==> config.mk <==
export PLATFORM = sky130hd
export DESIGN_NAME = dsc_dma_status_ctrl
export DESIGN_NICKNAME = d
export VERILOG_FILES = /design/src/verilog/dsc_pkg.sv /design/src/verilog/dsc_dma_status_ctrl.sv /design/src/verilog/dsc_fifo.sv
export SDC_FILE = /design/constraint.sdc
export NUM_CORES = 1
export LEC_CHECK = 0
export BUFFER_PORTS_ARGS = -buffer_cell sky130_fd_sc_hd__clkbuf_2
export CAP_MARGIN = 25
export CORE_ASPECT_RATIO = 1.5
export CORE_MARGIN = 2
export CORE_UTILIZATION = 40
export CTS_CLUSTER_DIAMETER = 100
export CTS_CLUSTER_SIZE = 40
export DETAILED_ROUTE_END_ITERATION = 10
export GPL_TIMING_DRIVEN = 0
export MAX_ROUTING_LAYER = met4
export SLEW_MARGIN = 5
export SYNTH_ARGS = -nofsm -noshare
export SYNTH_HDL_FRONTEND = slang
export SYNTH_SLANG_ARGS = --single-unit
export TNS_END_PERCENT = 100
==> constraint.sdc <==
create_clock -name mclk -period 6.03 [get_ports mclk]
set_input_delay 0.603 -clock mclk [delete_from_list [all_inputs] [get_ports mclk]]
set_output_delay 0.603 -clock mclk [all_outputs]
set_load 0.01 [all_outputs]
==> src/verilog/dsc_pkg.sv <==
// shared constants and types of the dma status and channel control block
package dsc_pkg;

	// ----------------------------------------------------------------
	// channels and status register layout
	// ----------------------------------------------------------------
	localparam int          NCH         = 6;
	localparam int          STATUS_W    = 24;
	localparam int          DONE_LSB    = 0;
	localparam int          RSV_LSB     = 6;
	localparam int          RSV_W       = 2;
	localparam int          ACT_BIT     = 8;
	localparam int          CH_LSB      = 9;
	localparam int          CH_W        = 3;
	localparam int          HI_LSB      = 12;
	localparam int          HI_W        = 12;
	localparam logic [5:0]  DONE_RST    = 6'h3f;
	localparam logic [23:0] STATUS_RST  = 24'h00003f;
	localparam logic [2:0]  CH_LAST     = 3'h5;

	// ----------------------------------------------------------------
	// transfer mode field decode
	// ----------------------------------------------------------------
	localparam int          TM_W        = 3;
	localparam int          TM_WORD_BIT = 0;
	localparam int          TM_CONT_BIT = 2;

	// ----------------------------------------------------------------
	// timing: one instruction cycle per mclk cycle
	// ----------------------------------------------------------------
	localparam int          CLK_MHZ        = 100;
	localparam int          DONE_CLR_INSTR = 3;
	localparam logic [1:0]  DONE_CLR_CYC   = 2'(DONE_CLR_INSTR);

	typedef enum logic [1:0] {
		DSC_IDLE,
		DSC_READ,
		DSC_WRITE
	} dsc_state_t;

endpackage : dsc_pkg
==> src/verilog/dsc_dma_status_ctrl.sv <==
// six-channel dma status, done flags, channel enable and transfer sequencing
`timescale 1ns/1ps
module dsc_dma_status_ctrl
#(
	parameter int CW     = 24,
	parameter int DW     = 24,
	parameter int BW     = 8,
	parameter int FDEPTH = 8
)
(
	input  wire logic                         mclk,
	input  wire logic                         rst_n,
	input  wire logic [dsc_pkg::NCH-1:0]      chan_en_set,
	input  wire logic [dsc_pkg::NCH-1:0]      chan_en_clr,
	input  wire logic [dsc_pkg::NCH-1:0]      channel_irq_enable,
	input  wire logic [dsc_pkg::NCH*3-1:0]    transfer_mode_field,
	input  wire logic [CW-1:0]                count_init,
	input  wire logic [dsc_pkg::NCH-1:0]      dma_trigger,
	input  wire logic [dsc_pkg::NCH-1:0]      wake_src_sel,
	input  wire logic                         stop_entry,
	input  wire logic                         src_valid,
	output logic                              src_ready,
	input  wire logic [DW-1:0]                src_data,
	input  wire logic                         src_in_io,
	input  wire logic                         src_is_dreg,
	output logic                              dst_valid,
	input  wire logic                         dst_ready,
	output logic      [DW-1:0]                dst_data,
	input  wire logic                         dst_in_io,
	input  wire logic                         dst_is_dreg,
	input  wire logic                         ext_stall,
	input  wire logic                         core_bank_req,
	input  wire logic [BW-1:0]                core_bank,
	input  wire logic [BW-1:0]                dma_bank,
	output logic      [dsc_pkg::STATUS_W-1:0] dma_status,
	output logic      [dsc_pkg::NCH-1:0]      channel_enable_bit,
	output logic      [dsc_pkg::NCH-1:0]      irq_req,
	output logic                              wake_core,
	output logic                              wait_block
);
	localparam int N = dsc_pkg::NCH;

	// ----------------------------------------------------------------
	// helpers
	// ----------------------------------------------------------------
	function automatic logic io_ok(input logic in_io, input logic is_dreg);
		// i/o space is open only for peripheral data registers
		return !in_io || is_dreg;
	endfunction : io_ok

	function automatic logic [2:0] pick_lowest(input logic [N-1:0] v);
		logic [2:0] r;
		r = '0;
		for (int i = N - 1; i >= 0; i--)
			if (v[i])
				r = 3'(i);
		return r;
	endfunction : pick_lowest

	// ----------------------------------------------------------------
	// state
	// ----------------------------------------------------------------
	dsc_pkg::dsc_state_t st_reg, st_next;
	logic [2:0]          ch_reg, ch_next;
	logic [N-1:0]        en_reg, en_next;
	logic [N-1:0]        pend_reg, pend_next;
	logic [N-1:0]        drain_reg, drain_next;
	logic [N-1:0]        done_reg, done_next;
	logic [N-1:0]        irq_reg, irq_next;
	logic                wake_reg, wake_next;
	logic [1:0]          clr_reg [N];
	logic [1:0]          clr_next [N];
	logic [CW-1:0]       cnt_reg [N];
	logic [CW-1:0]       cnt_next [N];
	logic [CW-1:0]       init_reg [N];
	logic [CW-1:0]       init_next [N];
	logic [dsc_pkg::STATUS_W-1:0] status_reg, status_next;

	logic [N-1:0] word_m, cont_m, done_set, fin_blk, elig;
	logic         stall, src_ok, dst_ok;
	logic         f_in_valid, f_in_ready, f_out_valid, f_out_ready;
	logic [DW-1:0] f_in_data, f_out_data;
	logic         push, pop, last;

	genvar g;
	generate
		for (g = 0; g < N; g++)
		begin : g_mode
			assign word_m[g] = transfer_mode_field[g*3 + dsc_pkg::TM_WORD_BIT];
			assign cont_m[g] = transfer_mode_field[g*3 + dsc_pkg::TM_CONT_BIT];
		end
	endgenerate

	// ----------------------------------------------------------------
	// data path
	// ----------------------------------------------------------------
	// one shared access path: any stall holds every channel
	assign stall  = ext_stall || (core_bank_req && core_bank == dma_bank);
	assign src_ok = io_ok(src_in_io, src_is_dreg);
	assign dst_ok = io_ok(dst_in_io, dst_is_dreg);

	// a refused i/o source yields zero instead of touching the pin
	assign f_in_valid = (st_reg == dsc_pkg::DSC_READ) && !stall
		&& (src_valid || !src_ok);
	assign f_in_data  = src_ok ? src_data : '0;
	assign src_ready  = (st_reg == dsc_pkg::DSC_READ) && !stall && src_ok
		&& f_in_ready;
	assign push       = f_in_valid && f_in_ready;

	// a refused destination word is dropped, never written
	assign dst_valid   = (st_reg == dsc_pkg::DSC_WRITE) && f_out_valid
		&& !stall && dst_ok;
	assign f_out_ready = (st_reg == dsc_pkg::DSC_WRITE) && !stall
		&& (dst_ready || !dst_ok);
	assign pop         = f_out_valid && f_out_ready;
	assign dst_data    = f_out_data;

	dsc_fifo #(.W(DW), .D(FDEPTH)) u_fifo (
		.mclk      (mclk),
		.rst_n     (rst_n),
		.in_valid  (f_in_valid),
		.in_ready  (f_in_ready),
		.in_data   (f_in_data),
		.out_valid (f_out_valid),
		.out_ready (f_out_ready),
		.out_data  (f_out_data)
	);

	assign last = (cnt_reg[ch_reg] == '0);

	// ----------------------------------------------------------------
	// channel control and sequencing
	// ----------------------------------------------------------------
	always_comb
	begin
		st_next    = st_reg;
		ch_next    = ch_reg;
		en_next    = en_reg;
		pend_next  = pend_reg;
		drain_next = drain_reg;
		done_next  = done_reg;
		cnt_next   = cnt_reg;
		init_next  = init_reg;
		clr_next   = clr_reg;
		done_set   = '0;
		fin_blk    = '0;
		wake_next  = 1'b0;
		elig       = pend_reg & (en_reg | drain_reg);

		for (int i = 0; i < N; i++)
		begin
			// done clears on the third edge after enable
			if (clr_reg[i] != '0)
				clr_next[i] = clr_reg[i] - 2'h1;
			if (clr_reg[i] == 2'h1)
				done_next[i] = 1'b0;
			if (dma_trigger[i] && en_reg[i])
				pend_next[i] = 1'b1;
			if (chan_en_clr[i] && en_reg[i])
			begin
				en_next[i]  = 1'b0;
				clr_next[i] = '0;
				// software disable is a last transfer too
				if ((st_reg != dsc_pkg::DSC_IDLE && ch_reg == 3'(i))
					|| (word_m[i] && pend_reg[i]))
					drain_next[i] = 1'b1;
				else
				begin
					done_set[i]  = 1'b1;
					pend_next[i] = 1'b0;
				end
			end
		end

		case (st_reg)
			dsc_pkg::DSC_IDLE:
			begin
				if (elig != '0)
				begin
					ch_next = pick_lowest(elig);
					pend_next[ch_next] = dma_trigger[ch_next]
						&& en_reg[ch_next];
					wake_next = wake_src_sel[ch_next];
					st_next = dsc_pkg::DSC_READ;
				end
			end
			dsc_pkg::DSC_READ:
			begin
				if (push)
					st_next = dsc_pkg::DSC_WRITE;
			end
			dsc_pkg::DSC_WRITE:
			begin
				if (pop)
				begin
					st_next = dsc_pkg::DSC_IDLE;
					if (last)
					begin
						cnt_next[ch_reg] = init_reg[ch_reg];
						fin_blk[ch_reg]  = 1'b1;
						if (!cont_m[ch_reg])
						begin
							done_set[ch_reg] = 1'b1;
							en_next[ch_reg]  = 1'b0;
						end
					end
					else
					begin
						cnt_next[ch_reg] = cnt_reg[ch_reg] - 1'b1;
						if (!word_m[ch_reg] && en_reg[ch_reg]
							&& !drain_reg[ch_reg])
							st_next = dsc_pkg::DSC_READ;
					end
					if (drain_reg[ch_reg])
					begin
						done_set[ch_reg]   = 1'b1;
						drain_next[ch_reg] = 1'b0;
					end
				end
			end
			default:
				st_next = dsc_pkg::DSC_IDLE;
		endcase

		if (stop_entry)
			pend_next = '0;

		for (int i = 0; i < N; i++)
			if (chan_en_set[i])
			begin
				en_next[i]   = 1'b1;
				cnt_next[i]  = count_init;
				init_next[i] = count_init;
				clr_next[i]  = dsc_pkg::DONE_CLR_CYC;
			end

		// a hardware set beats the delayed clear
		done_next = done_next | done_set;
		irq_next  = (done_set | fin_blk) & channel_irq_enable;

		status_next = '0;
		status_next[dsc_pkg::DONE_LSB +: N] = done_next;
		status_next[dsc_pkg::ACT_BIT] = (st_next != dsc_pkg::DSC_IDLE);
		status_next[dsc_pkg::CH_LSB +: dsc_pkg::CH_W] = ch_next;
	end

	always_ff @(posedge mclk or negedge rst_n)
	begin
		if (!rst_n)
		begin
			st_reg     <= dsc_pkg::DSC_IDLE;
			ch_reg     <= '0;
			en_reg     <= '0;
			pend_reg   <= '0;
			drain_reg  <= '0;
			done_reg   <= dsc_pkg::DONE_RST;
			irq_reg    <= '0;
			wake_reg   <= 1'b0;
			status_reg <= dsc_pkg::STATUS_RST;
			for (int i = 0; i < N; i++)
			begin
				clr_reg[i]  <= '0;
				cnt_reg[i]  <= '0;
				init_reg[i] <= '0;
			end
		end
		else
		begin
			st_reg     <= st_next;
			ch_reg     <= ch_next;
			en_reg     <= en_next;
			pend_reg   <= pend_next;
			drain_reg  <= drain_next;
			done_reg   <= done_next;
			irq_reg    <= irq_next;
			wake_reg   <= wake_next;
			status_reg <= status_next;
			clr_reg    <= clr_next;
			cnt_reg    <= cnt_next;
			init_reg   <= init_next;
		end
	end

	assign dma_status         = status_reg;
	assign channel_enable_bit = en_reg;
	assign irq_req            = irq_reg;
	assign wake_core          = wake_reg;
	// wait entry refused while a transfer is under way
	assign wait_block = status_reg[dsc_pkg::ACT_BIT];

	// ----------------------------------------------------------------
	// checks
	// ----------------------------------------------------------------
	a_act_tracks_busy: assert property (@(posedge mclk) disable iff (!rst_n)
		(st_reg != dsc_pkg::DSC_IDLE) |-> dma_status[dsc_pkg::ACT_BIT])
		else $error("active bit low during transfer");

	a_act_idle_low: assert property (@(posedge mclk) disable iff (!rst_n)
		(st_reg == dsc_pkg::DSC_IDLE) |-> !dma_status[dsc_pkg::ACT_BIT])
		else $error("active bit high while idle");

	a_chan_in_range: assert property (@(posedge mclk) disable iff (!rst_n)
		dma_status[dsc_pkg::ACT_BIT]
		|-> dma_status[dsc_pkg::CH_LSB +: dsc_pkg::CH_W] <= dsc_pkg::CH_LAST)
		else $error("active channel field out of range");

	a_reserved_zero: assert property (@(posedge mclk) disable iff (!rst_n)
		dma_status[dsc_pkg::RSV_LSB +: dsc_pkg::RSV_W] == '0
		&& dma_status[dsc_pkg::HI_LSB +: dsc_pkg::HI_W] == '0)
		else $error("reserved status bits not zero");

	a_done_at_end: assert property (@(posedge mclk) disable iff (!rst_n)
		(st_reg == dsc_pkg::DSC_WRITE && pop && last && !cont_m[ch_reg])
		|=> dma_status[dsc_pkg::DONE_LSB + $past(ch_reg)]
		&& !channel_enable_bit[$past(ch_reg)] && !chan_en_set[$past(ch_reg)]
		or chan_en_set[$past(ch_reg)] || $past(chan_en_set[ch_reg]))
		else $error("block end did not set done and clear enable");

	a_irq_at_end: assert property (@(posedge mclk) disable iff (!rst_n)
		(st_reg == dsc_pkg::DSC_WRITE && pop && last
		&& channel_irq_enable[ch_reg]) |=> irq_req[$past(ch_reg)])
		else $error("end of block without interrupt request");

	a_done_clr_delay: assert property (@(posedge mclk) disable iff (!rst_n)
		(chan_en_set[0] && done_reg[0] && done_set == '0
		&& !chan_en_clr[0]) ##1 (chan_en_clr[0] == 1'b0)[*2]
		|=> done_reg[0] ##1 (!done_reg[0] || $past(done_set[0])))
		else $error("done bit not cleared three cycles after enable");

	a_stop_drops: assert property (@(posedge mclk) disable iff (!rst_n)
		stop_entry |=> pend_reg == '0)
		else $error("latched trigger survived stop entry");

	a_stall_holds: assert property (@(posedge mclk) disable iff (!rst_n)
		stall |-> !dst_valid && !src_ready)
		else $error("transfer moved during stall");

	a_io_guard: assert property (@(posedge mclk) disable iff (!rst_n)
		(dst_valid |-> dst_ok) and (src_ready |-> src_ok))
		else $error("access to non data register in i/o space");

	a_wake_on_accept: assert property (@(posedge mclk) disable iff (!rst_n)
		(st_reg == dsc_pkg::DSC_IDLE && elig != '0
		&& wake_src_sel[pick_lowest(elig)]) |=> wake_core ##1 !wake_core
		or st_reg == dsc_pkg::DSC_IDLE)
		else $error("accepted trigger did not wake core");

endmodule : dsc_dma_status_ctrl

==> src/verilog/dsc_fifo.sv <==
// word fifo between the source read and the destination write
`timescale 1ns/1ps
module dsc_fifo
#(
	parameter int W = 24,
	parameter int D = 8
)
(
	input  wire logic         mclk,
	input  wire logic         rst_n,
	input  wire logic         in_valid,
	output logic              in_ready,
	input  wire logic [W-1:0] in_data,
	output logic              out_valid,
	input  wire logic         out_ready,
	output logic      [W-1:0] out_data
);
	localparam int AW = $clog2(D);

	logic [W-1:0] mem_reg [D];
	logic [W-1:0] mem_next [D];
	logic [AW-1:0] wp_reg, wp_next, rp_reg, rp_next;
	logic [AW:0]   cnt_reg, cnt_next;
	logic          push, pop;

	assign in_ready  = (cnt_reg != (AW+1)'(D));
	assign out_valid = (cnt_reg != '0);
	assign out_data  = mem_reg[rp_reg];
	assign push      = in_valid && in_ready;
	assign pop       = out_valid && out_ready;

	always_comb
	begin
		mem_next = mem_reg;
		wp_next  = wp_reg;
		rp_next  = rp_reg;
		if (push)
		begin
			mem_next[wp_reg] = in_data;
			wp_next = (wp_reg == AW'(D-1)) ? '0 : wp_reg + 1'b1;
		end
		if (pop)
			rp_next = (rp_reg == AW'(D-1)) ? '0 : rp_reg + 1'b1;
		cnt_next = cnt_reg + (AW+1)'(push) - (AW+1)'(pop);
	end

	always_ff @(posedge mclk or negedge rst_n)
	begin
		if (!rst_n)
		begin
			for (int i = 0; i < D; i++)
				mem_reg[i] <= '0;
			wp_reg  <= '0;
			rp_reg  <= '0;
			cnt_reg <= '0;
		end
		else
		begin
			mem_reg <= mem_next;
			wp_reg  <= wp_next;
			rp_reg  <= rp_next;
			cnt_reg <= cnt_next;
		end
	end

	a_fifo_no_overrun: assert property (@(posedge mclk) disable iff (!rst_n)
		cnt_reg <= (AW+1)'(D))
		else $error("fifo count above depth");

endmodule : dsc_fifo

* Word-level counts from Yosys, hierarchy flattened
Cells that the tools add are included.
** Cells by class
- Add/subtract/negate cells :: 11
- Magnitude comparators :: 9
- Equal/unequal tests :: 17
- Reductions and logical operators :: 98
- Mux-type cells :: 163
- Bitwise operators :: 13
** Operators with widths (count)
- $mux W144 :: 3
- $mux W24 :: 15
- $bwmux W144 :: 2
- $bmux W24 S3 :: 3
- $bwmux W192 :: 1
- $demux W24 S3 :: 2
- $mux W6 :: 20
- $mux W1 :: 73
- $logic_and A1 B1 Y1 :: 43
- $mux W2 :: 21
- $reduce_bool A2 Y1 :: 20
- $mux W3 :: 12
- $or A6 B6 Y6 :: 5
- $and A6 B6 Y6 :: 4
- $logic_not A24 Y1 :: 1
- $sub A24 B1 Y24 const B :: 1
- $bmux W1 S3 :: 7
- $reduce_bool A3 Y1 :: 6
- $eq A2 B1 Y1 const B :: 7
- $eq A3 B3 Y1 const B :: 4
- $ge A4 B4 Y1 const B :: 3
- $not A3 Y4 :: 3
- $reduce_and A2 Y1 :: 6
- $sub A2 B1 Y2 const B :: 6
- other kinds (21) :: 43
** Storage, ports and cells
- Input port bits :: 123
- Logic and storage cells :: 349
- Register bits :: 548

* Longest topological paths before layout
Gate-level depths: netlist (run 1).
- Word-level depth :: 18
- Mapped depth :: 15

* Modules after synthesis
A second synthesis (run 1) with hierarchy kept.
** Unflattened totals
- Cell total of the unflattened synthesis :: 2450
- Area, all modules :: 28267.1 um^2
** By module, submodules not included
- dsc_dma_status_ctrl :: times used 1, sequential area each 8440.6 um^2, area each 18805.5 um^2, cells an instance 1902
- dsc_fifo :: times used 1, sequential area each 5054.8 um^2, area each 9461.6 um^2, cells an instance 548

* Worst setup path after synthesis (run 1)
Ideal clock, no wire load.
- Path type :: flip-flop to flip-flop
- From :: register ch_reg[0]
- To :: register en_reg[0], in the netlist channel_enable_bit[0]
- Library setup time :: 0.120 ns
- Path slack :: 2.711 ns
- Period minus slack after synthesis :: 3.319 ns
- Data arrival time :: 3.200 ns
- Buffers on the path :: 4
- Stages on the path, launching flop included :: 14
- Cells stage by stage :: dfrtp_1 > buf_2 > buf_2 > buf_2 > mux2i_1 > o21ai_0 > nand2_1 > ha_1 > nand2_1 > or3_1 > clkbuf_1 > nor4b_4 > nand2_1 > a31o_1
** On the way
- Longest elaborated chain between the ends :: 11
- Elaborated cells between the ends (all ways) :: 19
- Classes of those cells :: 2 x order compare; 12 x mux; 3 x bitwise; 2 x reduce/logical
** Ends and longest elaborated chain
- start, declared :: line dsc_dma_status_ctrl.sv:64 : logic [2:0] ch_reg, ch_next;
- start signal, assigned :: line dsc_dma_status_ctrl.sv:270 : ch_reg <= ch_next;
- $lt A3 B4 Y1 (implied by the code) / $ge A3 B1 Y1 (equally long branches) :: line dsc_dma_status_ctrl.sv:204 : en_next[ch_reg] = 1'b0;
- $logic_and A1 B1 Y1 (implied by the code) :: line dsc_dma_status_ctrl.sv:204
- $mux W1 (implied by the code) :: line dsc_dma_status_ctrl.sv:204
- $demux W1 S3 :: line dsc_dma_status_ctrl.sv:204
- $not A6 Y6 (no source line)
- $and A6 B6 Y6 (no source line)
- $mux W6 :: line dsc_dma_status_ctrl.sv:201 : if (!cont_m[ch_reg])
- $mux W6 (*) :: line dsc_dma_status_ctrl.sv:197 : if (last)
- $mux W6 (*) :: line dsc_dma_status_ctrl.sv:194 : if (pop)
- $mux W6 (*) :: line dsc_dma_status_ctrl.sv:175 : case (st_reg)
- $mux W1 (*) :: line dsc_dma_status_ctrl.sv:229 : if (chan_en_set[i])
- named net en_next[0] :: line dsc_dma_status_ctrl.sv:65 : logic [N-1:0] en_reg, en_next;
- end signal, assigned :: line dsc_dma_status_ctrl.sv:271 : en_reg <= en_next;
- end, declared :: line dsc_dma_status_ctrl.sv:65
Mark *: on every way through the listed nets, which the timed path passes. The rest lies on a longest branch. The select of a mux whose other input is x is not followed.
A chain may end at the register's enable or synchronous reset.

* Worst setup path after layout (run 1)
- From :: register ch_reg[1]
- To :: register cnt_reg[3] (netlist bit)
** On the way
- Longest elaborated chain between the ends :: 10
- Elaborated cells between the ends (all ways) :: 20
- Classes of those cells :: 1 x add/sub; 2 x order compare; 14 x mux; 1 x bitwise; 2 x reduce/logical
** Ends and longest elaborated chain
- $not A3 Y4 (implied by the code) (*) :: line dsc_dma_status_ctrl.sv:129, dsc_dma_status_ctrl.sv:199, dsc_dma_status_ctrl.sv:209
- $bmux W24 S3 (tied with other cells) :: line dsc_dma_status_ctrl.sv:129, dsc_dma_status_ctrl.sv:209
- $mux W24 (implied by the code) / $logic_and A1 B1 Y1 (equally long branches) :: line dsc_dma_status_ctrl.sv:129, dsc_dma_status_ctrl.sv:209, dsc_dma_status_ctrl.sv:199
- $mux W24 (on tied branches) :: line dsc_dma_status_ctrl.sv:129, dsc_dma_status_ctrl.sv:209, dsc_dma_status_ctrl.sv:199
- $sub A24 B1 Y24 / $demux W24 S3 (equally long branches) :: line dsc_dma_status_ctrl.sv:209, dsc_dma_status_ctrl.sv:199
- $bwmux W144 (on tied branches) :: line dsc_dma_status_ctrl.sv:209, dsc_dma_status_ctrl.sv:199
- $mux W144 (*) :: line dsc_dma_status_ctrl.sv:197
- $mux W144 (*) :: line dsc_dma_status_ctrl.sv:194
- $mux W144 (*) :: line dsc_dma_status_ctrl.sv:175
- $mux W24 (*) :: line dsc_dma_status_ctrl.sv:229
- end signal, assigned :: line dsc_dma_status_ctrl.sv:279 : cnt_reg <= cnt_next;
- end, declared :: line dsc_dma_status_ctrl.sv:73 : logic [CW-1:0] cnt_reg [N];
Mark *: on every way between the ends. The rest lies on a longest branch, timed or not. The select of a mux whose other input is x is not followed.

==> results.md, run 1 <==
| Group | Metric | This run |
|---|---|---|
| run status | Status | finished with violations |
| run status | Violated checks | negative hold slack, negative setup slack |
| cts | TritonCTS buffer count | 18 |
| detailed routing | Final wirelength | 101 mm |
| cells and area | Multi-input logic area | 12600 µm² |
| yosys | Post-synth EDFFs | 0 |
| die | FP Rows | 117 |
| yosys | Count of yosys warnings during synthesis | 0 |
| setup path | Slowest library cell on the worst path | clkbuf_1 |
| detailed routing | TritonRoute pass-1 iters | 5 |
| power and ir drop | Net switching power figure | 4.68 mW |
| global route | GRT Residual Overflow | 0 |
| sta | Setup violations, final | 1 |
| power and ir drop | Flop pwr share | 0.408 |
| cells and area | Share of cells above drive strength 1 | 0.271 |
| setup path | Buffer and inverter count on the worst path | 3 |
| global route | Global-route wire length before repair | 148 mm |
| cts | Clock Latency Late Sink | 0.60 ns |
| placed design | Placed cell area | 29500 µm² |
| cts | Maximum buffer depth of the clock tree | 3 |
| die | Area inside the core boundary | 67600 µm² |
| cells and area | Leading cell type in the layout, fill and taps excluded | dfrtp_1 |
| yosys | Async set-reset flop share out of synthesis | 1.00 |
| detailed routing | Detailed-route via count | 20800 |
| setup path | Worst endpoint required time | 6.45 ns |
| sta | Number of max-slew violations in the final report | 0 |
| yosys | Commonest register cell after synthesis | dfrtp_1 |
| die | Die width | 217 µm |
| cts | Clock tree from TritonCTS | yes |
| setup path | Series of cell instances along the critical path | buf_6 -> nand2b_1 -> clkbuf_1 -> o22ai_1 -> a21oi_1 -> nand4_1 -> nor3_1 -> clkbuf_1 -> nand2_1 -> o21ai_0 -> o21ai_0 |
| placed design | Routability congestion estimate from global placement | 1.02 |
| cells and area | Net count of the finished layout | 2728 |
| die | Number of top-level pins | 187 |
| sta | Tcrit/Tclk final | 1.00 |
| cts | Clock slew at reported path FFs | 0.15 ns |
| setup path | Arr. time, crit path | 6.46 ns |
| yosys | Synth unique cells | 70 |
| placed design | Post-placement setup slack | 0.117 ns |
| detailed routing | Amount of wire on met2 after detailed routing | 50.4 mm |
| cts | Buffer type at the clock tree root | clkbuf_16 |
| detailed routing | Detailed Route Iter0 Violations | 2163 |
| cells and area | Leading cell types in the layout, fill and taps excluded | dfrtp_1 (533), mux2_2 (346), clkbuf_2 (160) |
| yosys | Cell count after synthesis | 2362 |
| cells and area | Sequential cell area | 13500 µm² |
| cts | Number of sinks on the clock net | 539 |
| detailed routing | Vias/cell | 5.95 |
| power and ir drop | Part of the power in the clock network | 0.156 |
| sta | Final worst setup slack | -0.00653 ns |
| cells and area | Filler cell count | 6368 |
| yosys | Largest cells by area after synthesis | dfrtp_1 (49%), mux2_2 (14%), mux4_2 (6.1%) |
| power and ir drop | Power Density | 391 nW/µm² |
| yosys | Synthesized area divided by synthesized cell count | 11.5 µm² |
| yosys | Fraction of synthesized cell area taken by the top area cell type | 0.489 |
| sta | Max transition margin | 0.207 |
| detailed routing | Routed met3 length | 5.95 mm |
| power and ir drop | Combinational share of power | 0.435 |
| cells and area | Cell area after layout | 30300 µm² |
| cts | H-tree depth reported by CTS | 1 |
| sta | Maximum operating frequency | 166 MHz |
| setup path | Critical path type | flop to flop |
| die | DIE AREA | 70300 µm² |
| yosys | Post-synthesis share of cell area spent on xor and xnor gates | 0.00899 |
| sta | Worst Max-Slew Pin Slew | 1.18 ns |
| setup path | Slowest cell delay on critical path | 0.85 ns |
| cts | Buffer count from post-CTS setup fixing | 0 |
| setup path | Gate family responsible for the most delay along the worst path | buffers and inverters |
| global route | Pin count of the biggest net entering global routing | 108 |
| die | Starting Density | 0.403 |
| placed design | Hpwl dp | 75.0 mm |
| global route | Number of antenna violations at the first check in global routing | 5 |
| yosys | Netlist Area Pre-Place | 27300 µm² |
| setup path | Worst Setup End Kind | flop |
| power and ir drop | Worst supply voltage drop on vdd | 0.000280 V |
| detailed routing | Routed len/inst | 29.0 µm |
| setup path | Critical path startpoint category | flop |
| yosys | Flip-flop and latch count after synthesis | 539 |
| detailed routing | Highest metal used | met4 |
| cells and area | Largest register FFs | 192 |
| placed design | Number of buffers added on ports | 161 |
| setup path | CP max FO | 10 |
| yosys | Most area-hungry cell type in the Yosys netlist | dfrtp_1 |
| power and ir drop | Switching part of the total power | 0.396 |
| sta | Layout Skew | 0.0341 ns |
| cells and area | P&R area growth vs syn | 11.0% |
| detailed routing | Wire length on met1 | 37.1 mm |
| sta | Hold WS | -0.00565 ns |
| sta | Final hold violation count | 2 |
| detailed routing | Routed Antenna Nets | 0 |
| yosys | Register area share after synthesis | 0.495 |
| power and ir drop | Cell-internal power | 7.15 mW |
| yosys | Area fraction in and, or, nand and nor cells after synthesis | 0.0931 |
| worst hold path | Class of the worst hold path | input port to asynchronous set/reset pin |
| global route | Vias in the first global route | 21700 |
| yosys | Compound-gate portion of the synthesized area | 0.110 |
| die | Die extent in y | 324 µm |
| sta | Setup repair after global routing missed its margin | false |
| yosys | Dominant combinational cell family by area after synthesis | multiplexers |
| yosys | Multiplexer area fraction after synthesis | 0.237 |
| job | Max-capacitance violation count | 0 |
| sta | Post-layout min period | 6.04 ns |
| global route | All-Layer GR Usage | 0.297 |
| yosys | Adder-cell area share of the yosys netlist | 0.0113 |
| detailed routing | Final routed DRC violation total | 0 |
| power and ir drop | Lkg Pwr | 13.0 nW |
-- logic make-up (layout without fill, tap and decap cells) --
logic type,count (synthesis),after routing
buffers and inverters,294,510
AOI/OAI and AO/OA,495,495
muxes,508,508
other,1,19
adders and majority gates,24,24
xor gates and xnor gates,28,28
DFF,539,539
and+or+nand+nor,473,473
-- what timing repair did --
action,4_1_cts,5_1_grt
endpoints found under the setup margin,0,3
endpoints found under the hold margin,0,0
hold buffers,0,0
gates resized for setup,0,1
-- metrics by stage --
stage               setup TNS, ns  std cells  power [mW]  utilization  hold slack, ns
finish                   -0.00653       3488        11.8        0.448        -0.00565
global route                    0       3488        12.4        0.448          0.0337
CTS                             0       3474        11.8        0.445          0.0146
detailed placement              0       3444        9.96        0.437           0.488
global placement         -4138.51       3428        9.80        0.432           0.481
floorplan                       0       2375        7.97            -           0.307
-- final cells by class --
type / instances / share of cell area
Multi-Input combinational cell: 1542 / 0.417
Tap cell: 892 / 0.0369
Timing Repair Buffer: 186 / 0.0404
Clock buffer: 23 / 0.0165
Buffer: 209 / 0.0296
Inverter: 85 / 0.0105
Sequential cell: 539 / 0.446
Clock inverter: 7 / 0.00310
Antenna cell: 5 / 0.000413
-- worst register-to-register path: stages, from the launching register on --
cell	delay (ns)
dfrtp_1	0.47
buf_6	0.22
nand2b_1	0.20
clkbuf_1	0.85
o22ai_1	0.20
a21oi_1	0.67
nand4_1	0.44
nor3_1	0.55
clkbuf_1	0.84
nand2_1	0.52
o21ai_0	0.71
o21ai_0	0.18
-- synthesized netlist by cell type (28+ instances only) --
library cell,instances
dfrtp_1,533
a31oi_1,31
mux2i_1,87
clkbuf_1,144
a22oi_1,36
nand3b_1,29
nand2b_1,41
a21oi_1,129
mux4_2,74
o21ai_0,157
nor2_1,52
o211ai_1,28
nand2_1,153
inv_1,84
nor3b_1,42
mux2_2,346
and2_1,36
-- metal layers --
| metal | vias up | GRT usage |
|---|---|---|
| li1 | 8896 | - |
| met1 | 10700 | 0.329 |
| met2 | 920 | 0.508 |
| met3 | 275 | 0.0381 |
| met4 | 0 | 0.187 |
| met5 | - | - |
-- power by group through the flow --
stage | clock, mW | combinational (mW) | sequential [mW]
final | 1.85 | 5.16 | 4.84
after global routing | 2.01 | 5.45 | 4.93
after CTS | 1.89 | 5.07 | 4.83
after detailed placement | 0 | 5.05 | 4.91
after global placement | 0 | 4.95 | 4.85
after floorplan | 0 | 3.21 | 4.77
-- final timing paths --
path,start,end,slack [ns],cells after the start
worst max register to register,ch_reg[1],cnt_reg[3],-0.007,11
worst min-delay path,rst_n,irq_req[5],-0.006,1
worst min register to register,u_fifo.mem_reg[136],u_fifo.mem_reg[136],0.51,1
max in group asynchronous,rst_n,cnt_reg[123],4.54,3
min in group mclk,channel_irq_enable[0],irq_req[0],0.22,2
worst max-delay path,ch_reg[1],cnt_reg[3],-0.007,11
Power figures use the tool's default switching activity.
==> inputs of run 2 (changes only) <==
==> constraint.sdc (replaced) <==
create_clock -name mclk -period 6.88 [get_ports mclk]
set_input_delay 0.688 -clock mclk [delete_from_list [all_inputs] [get_ports mclk]]
set_output_delay 0.688 -clock mclk [all_outputs]
set_load 0.01 [all_outputs]
==> results.md, run 2 (synthesis results as in run 1) <==
| Group | Metric | This run |
|---|---|---|
| cts | Buffer type at the clock tree root | clkbuf_16 |
| cells and area | P&R area growth vs syn | 11.0% |
| sta | Number of max-slew violations in the final report | 0 |
| detailed routing | Detailed Route Iter0 Violations | 2163 |
| setup path | Buffer and inverter count on the worst path | 3 |
| die | Die width | 217 µm |
| global route | All-Layer GR Usage | 0.297 |
| cells and area | Final std cells w/o fill | 3488 |
| sta | Max transition margin | 0.212 |
| setup path | Critical path type | flop to flop |
| setup path | Worst Setup End Kind | flop |
| run status | Status | finished clean |
| cts | Number of buffers added to fix hold violations after cts | 0 |
| placed design | Routability congestion estimate from global placement | 1.02 |
| sta | Post-layout min period | 6.21 ns |
| sta | Setup repair after global routing missed its margin | false |
| die | DIE AREA | 70300 µm² |
| sta | Tcrit/Tclk final | 0.902 |
| worst hold path | Class of the worst hold path | input port to asynchronous set/reset pin |
| cts | Clock Latency Late Sink | 0.60 ns |
| cells and area | Finished Core Util | 0.448 |
| cts | H-tree depth reported by CTS | 1 |
| detailed routing | Vias/cell | 5.95 |
| cts | Clock tree from TritonCTS | yes |
| detailed routing | Routed Antenna Nets | 0 |
| global route | Global-route wire length before repair | 148 mm |
| setup path | Slowest library cell on the worst path | o21ai_0 |
| die | FP Rows | 117 |
| detailed routing | Routed len/inst | 29.0 µm |
| sta | Final hold violation count | 0 |
| detailed routing | Final wirelength | 101 mm |
| cells and area | Net count of the finished layout | 2728 |
| cells and area | Share of cells above drive strength 1 | 0.271 |
| setup path | Cell count of the worst reg-to-reg path | 11 |
| cts | Number of cells upsized or downsized after cts | 0 |
| sta | Maximum operating frequency | 161 MHz |
| power and ir drop | Worst supply voltage drop on vdd | 0.000246 V |
| die | Number of top-level pins | 187 |
| global route | Vias in the first global route | 21700 |
| sta | Setup TNS Final | 0 ns |
| cells and area | Leading cell types in the layout, fill and taps excluded | dfrtp_1 (533), mux2_2 (346), clkbuf_2 (160) |
| cts | Number of sinks on the clock net | 539 |
| power and ir drop | Power Density | 343 nW/µm² |
| cts | Clock slew at reported path FFs | 0.15 ns |
| job | Max-capacitance violation count | 0 |
| global route | Pin count of the biggest net entering global routing | 108 |
| detailed routing | Final routed DRC violation total | 0 |
| sta | Hold WS | 0.0797 ns |
| cts | Buffer count from post-CTS setup fixing | 0 |
| setup path | Worst endpoint required time | 7.34 ns |
| global route | GRT Residual Overflow | 0 |
| setup path | Series of cell instances along the critical path | buf_6 -> nand2b_1 -> clkbuf_1 -> o22ai_1 -> a21oi_1 -> nand4_1 -> nor3_1 -> clkbuf_1 -> nand2_1 -> o21ai_0 -> o21ai_0 |
| placed design | Number of buffers added on ports | 161 |
| setup path | Critical path startpoint category | flop |
| die | Area inside the core boundary | 67600 µm² |
| setup path | Gate family responsible for the most delay along the worst path | compound AO/OA/AOI/OAI gates |
| cts | Maximum buffer depth of the clock tree | 3 |
| sta | Setup violations, final | 0 |
| setup path | Reg-to-reg slack, setup | 0.67 ns |
| sta | Layout Skew | 0.0363 ns |
| die | Starting Density | 0.403 |
| setup path | Arr. time, crit path | 6.66 ns |
| detailed routing | Detailed-route via count | 20800 |
| global route | Number of antenna violations at the first check in global routing | 5 |
| cells and area | Largest register FFs | 192 |
| detailed routing | TritonRoute pass-1 iters | 7 |
| setup path | Slowest cell delay on critical path | 0.87 ns |
| die | Die extent in y | 324 µm |
| placed design | Placed cells | 3444 |
| cts | TritonCTS buffer count | 18 |
| placed design | Hpwl dp | 75.0 mm |
| power and ir drop | Lkg Pwr | 13.0 nW |
| setup path | CP max FO | 10 |
| sta | Worst Max-Slew Pin Slew | 1.18 ns |
| cells and area | Leading cell type in the layout, fill and taps excluded | dfrtp_1 |
| setup path | Critical path depth | 11 |
run 2: metal layers:
metal	global-route usage	up-vias	part of all wire
li1	-	8895	-
met1	0.329	10700	0.37
met2	0.508	925	0.50
met3	0.0381	283	0.058
met4	0.187	0	0.076
met5	-	-	0
run 2: worst paths after layout:
check | from | endpoint
setup / recovery | ch_reg[1] | cnt_reg[112]
hold / removal | rst_n | irq_req[5]
setup reg to reg | ch_reg[1] | cnt_reg[112]
hold reg to reg | u_fifo.mem_reg[136] | u_fifo.mem_reg[136]
max in group asynchronous | rst_n | cnt_reg[123]
min in group mclk | channel_irq_enable[0] | irq_req[0]
run 2: through the flow:
step / worst slack, ns / total power, mW / cell area [µm²]
finish: 0.672 / 10.4 / 30300
global route: 0.814 / 10.9 / 30300
CTS: 0.935 / 10.3 / 30100
detailed placement: 0.967 / 8.73 / 29500
global placement: -7.03 / 8.59 / 29200
floorplan: 3.56 / 6.99 / 27300
run 2: cell type report:
| type | instances | area, µm² |
|---|---|---|
| fill | 6368 | 37400 |
| inverter | 85 | 319 |
| tap | 892 | 1120 |
| clock inverter | 7 | 93.8 |
| clock buffer | 23 | 500 |
| multi-input combinational | 1542 | 12600 |
| antenna | 5 | 12.5 |
| buffer | 209 | 896 |
| timing repair buffer | 186 | 1220 |
| sequential | 539 | 13500 |
run 2: power by group:
part,total (mW),switching (mW),leakage [nW],internal (mW)
Clock,1.62,1.03,0.293,0.584
Sequential,4.24,0.381,6.64,3.86
Combinational,4.52,2.69,6.09,1.83
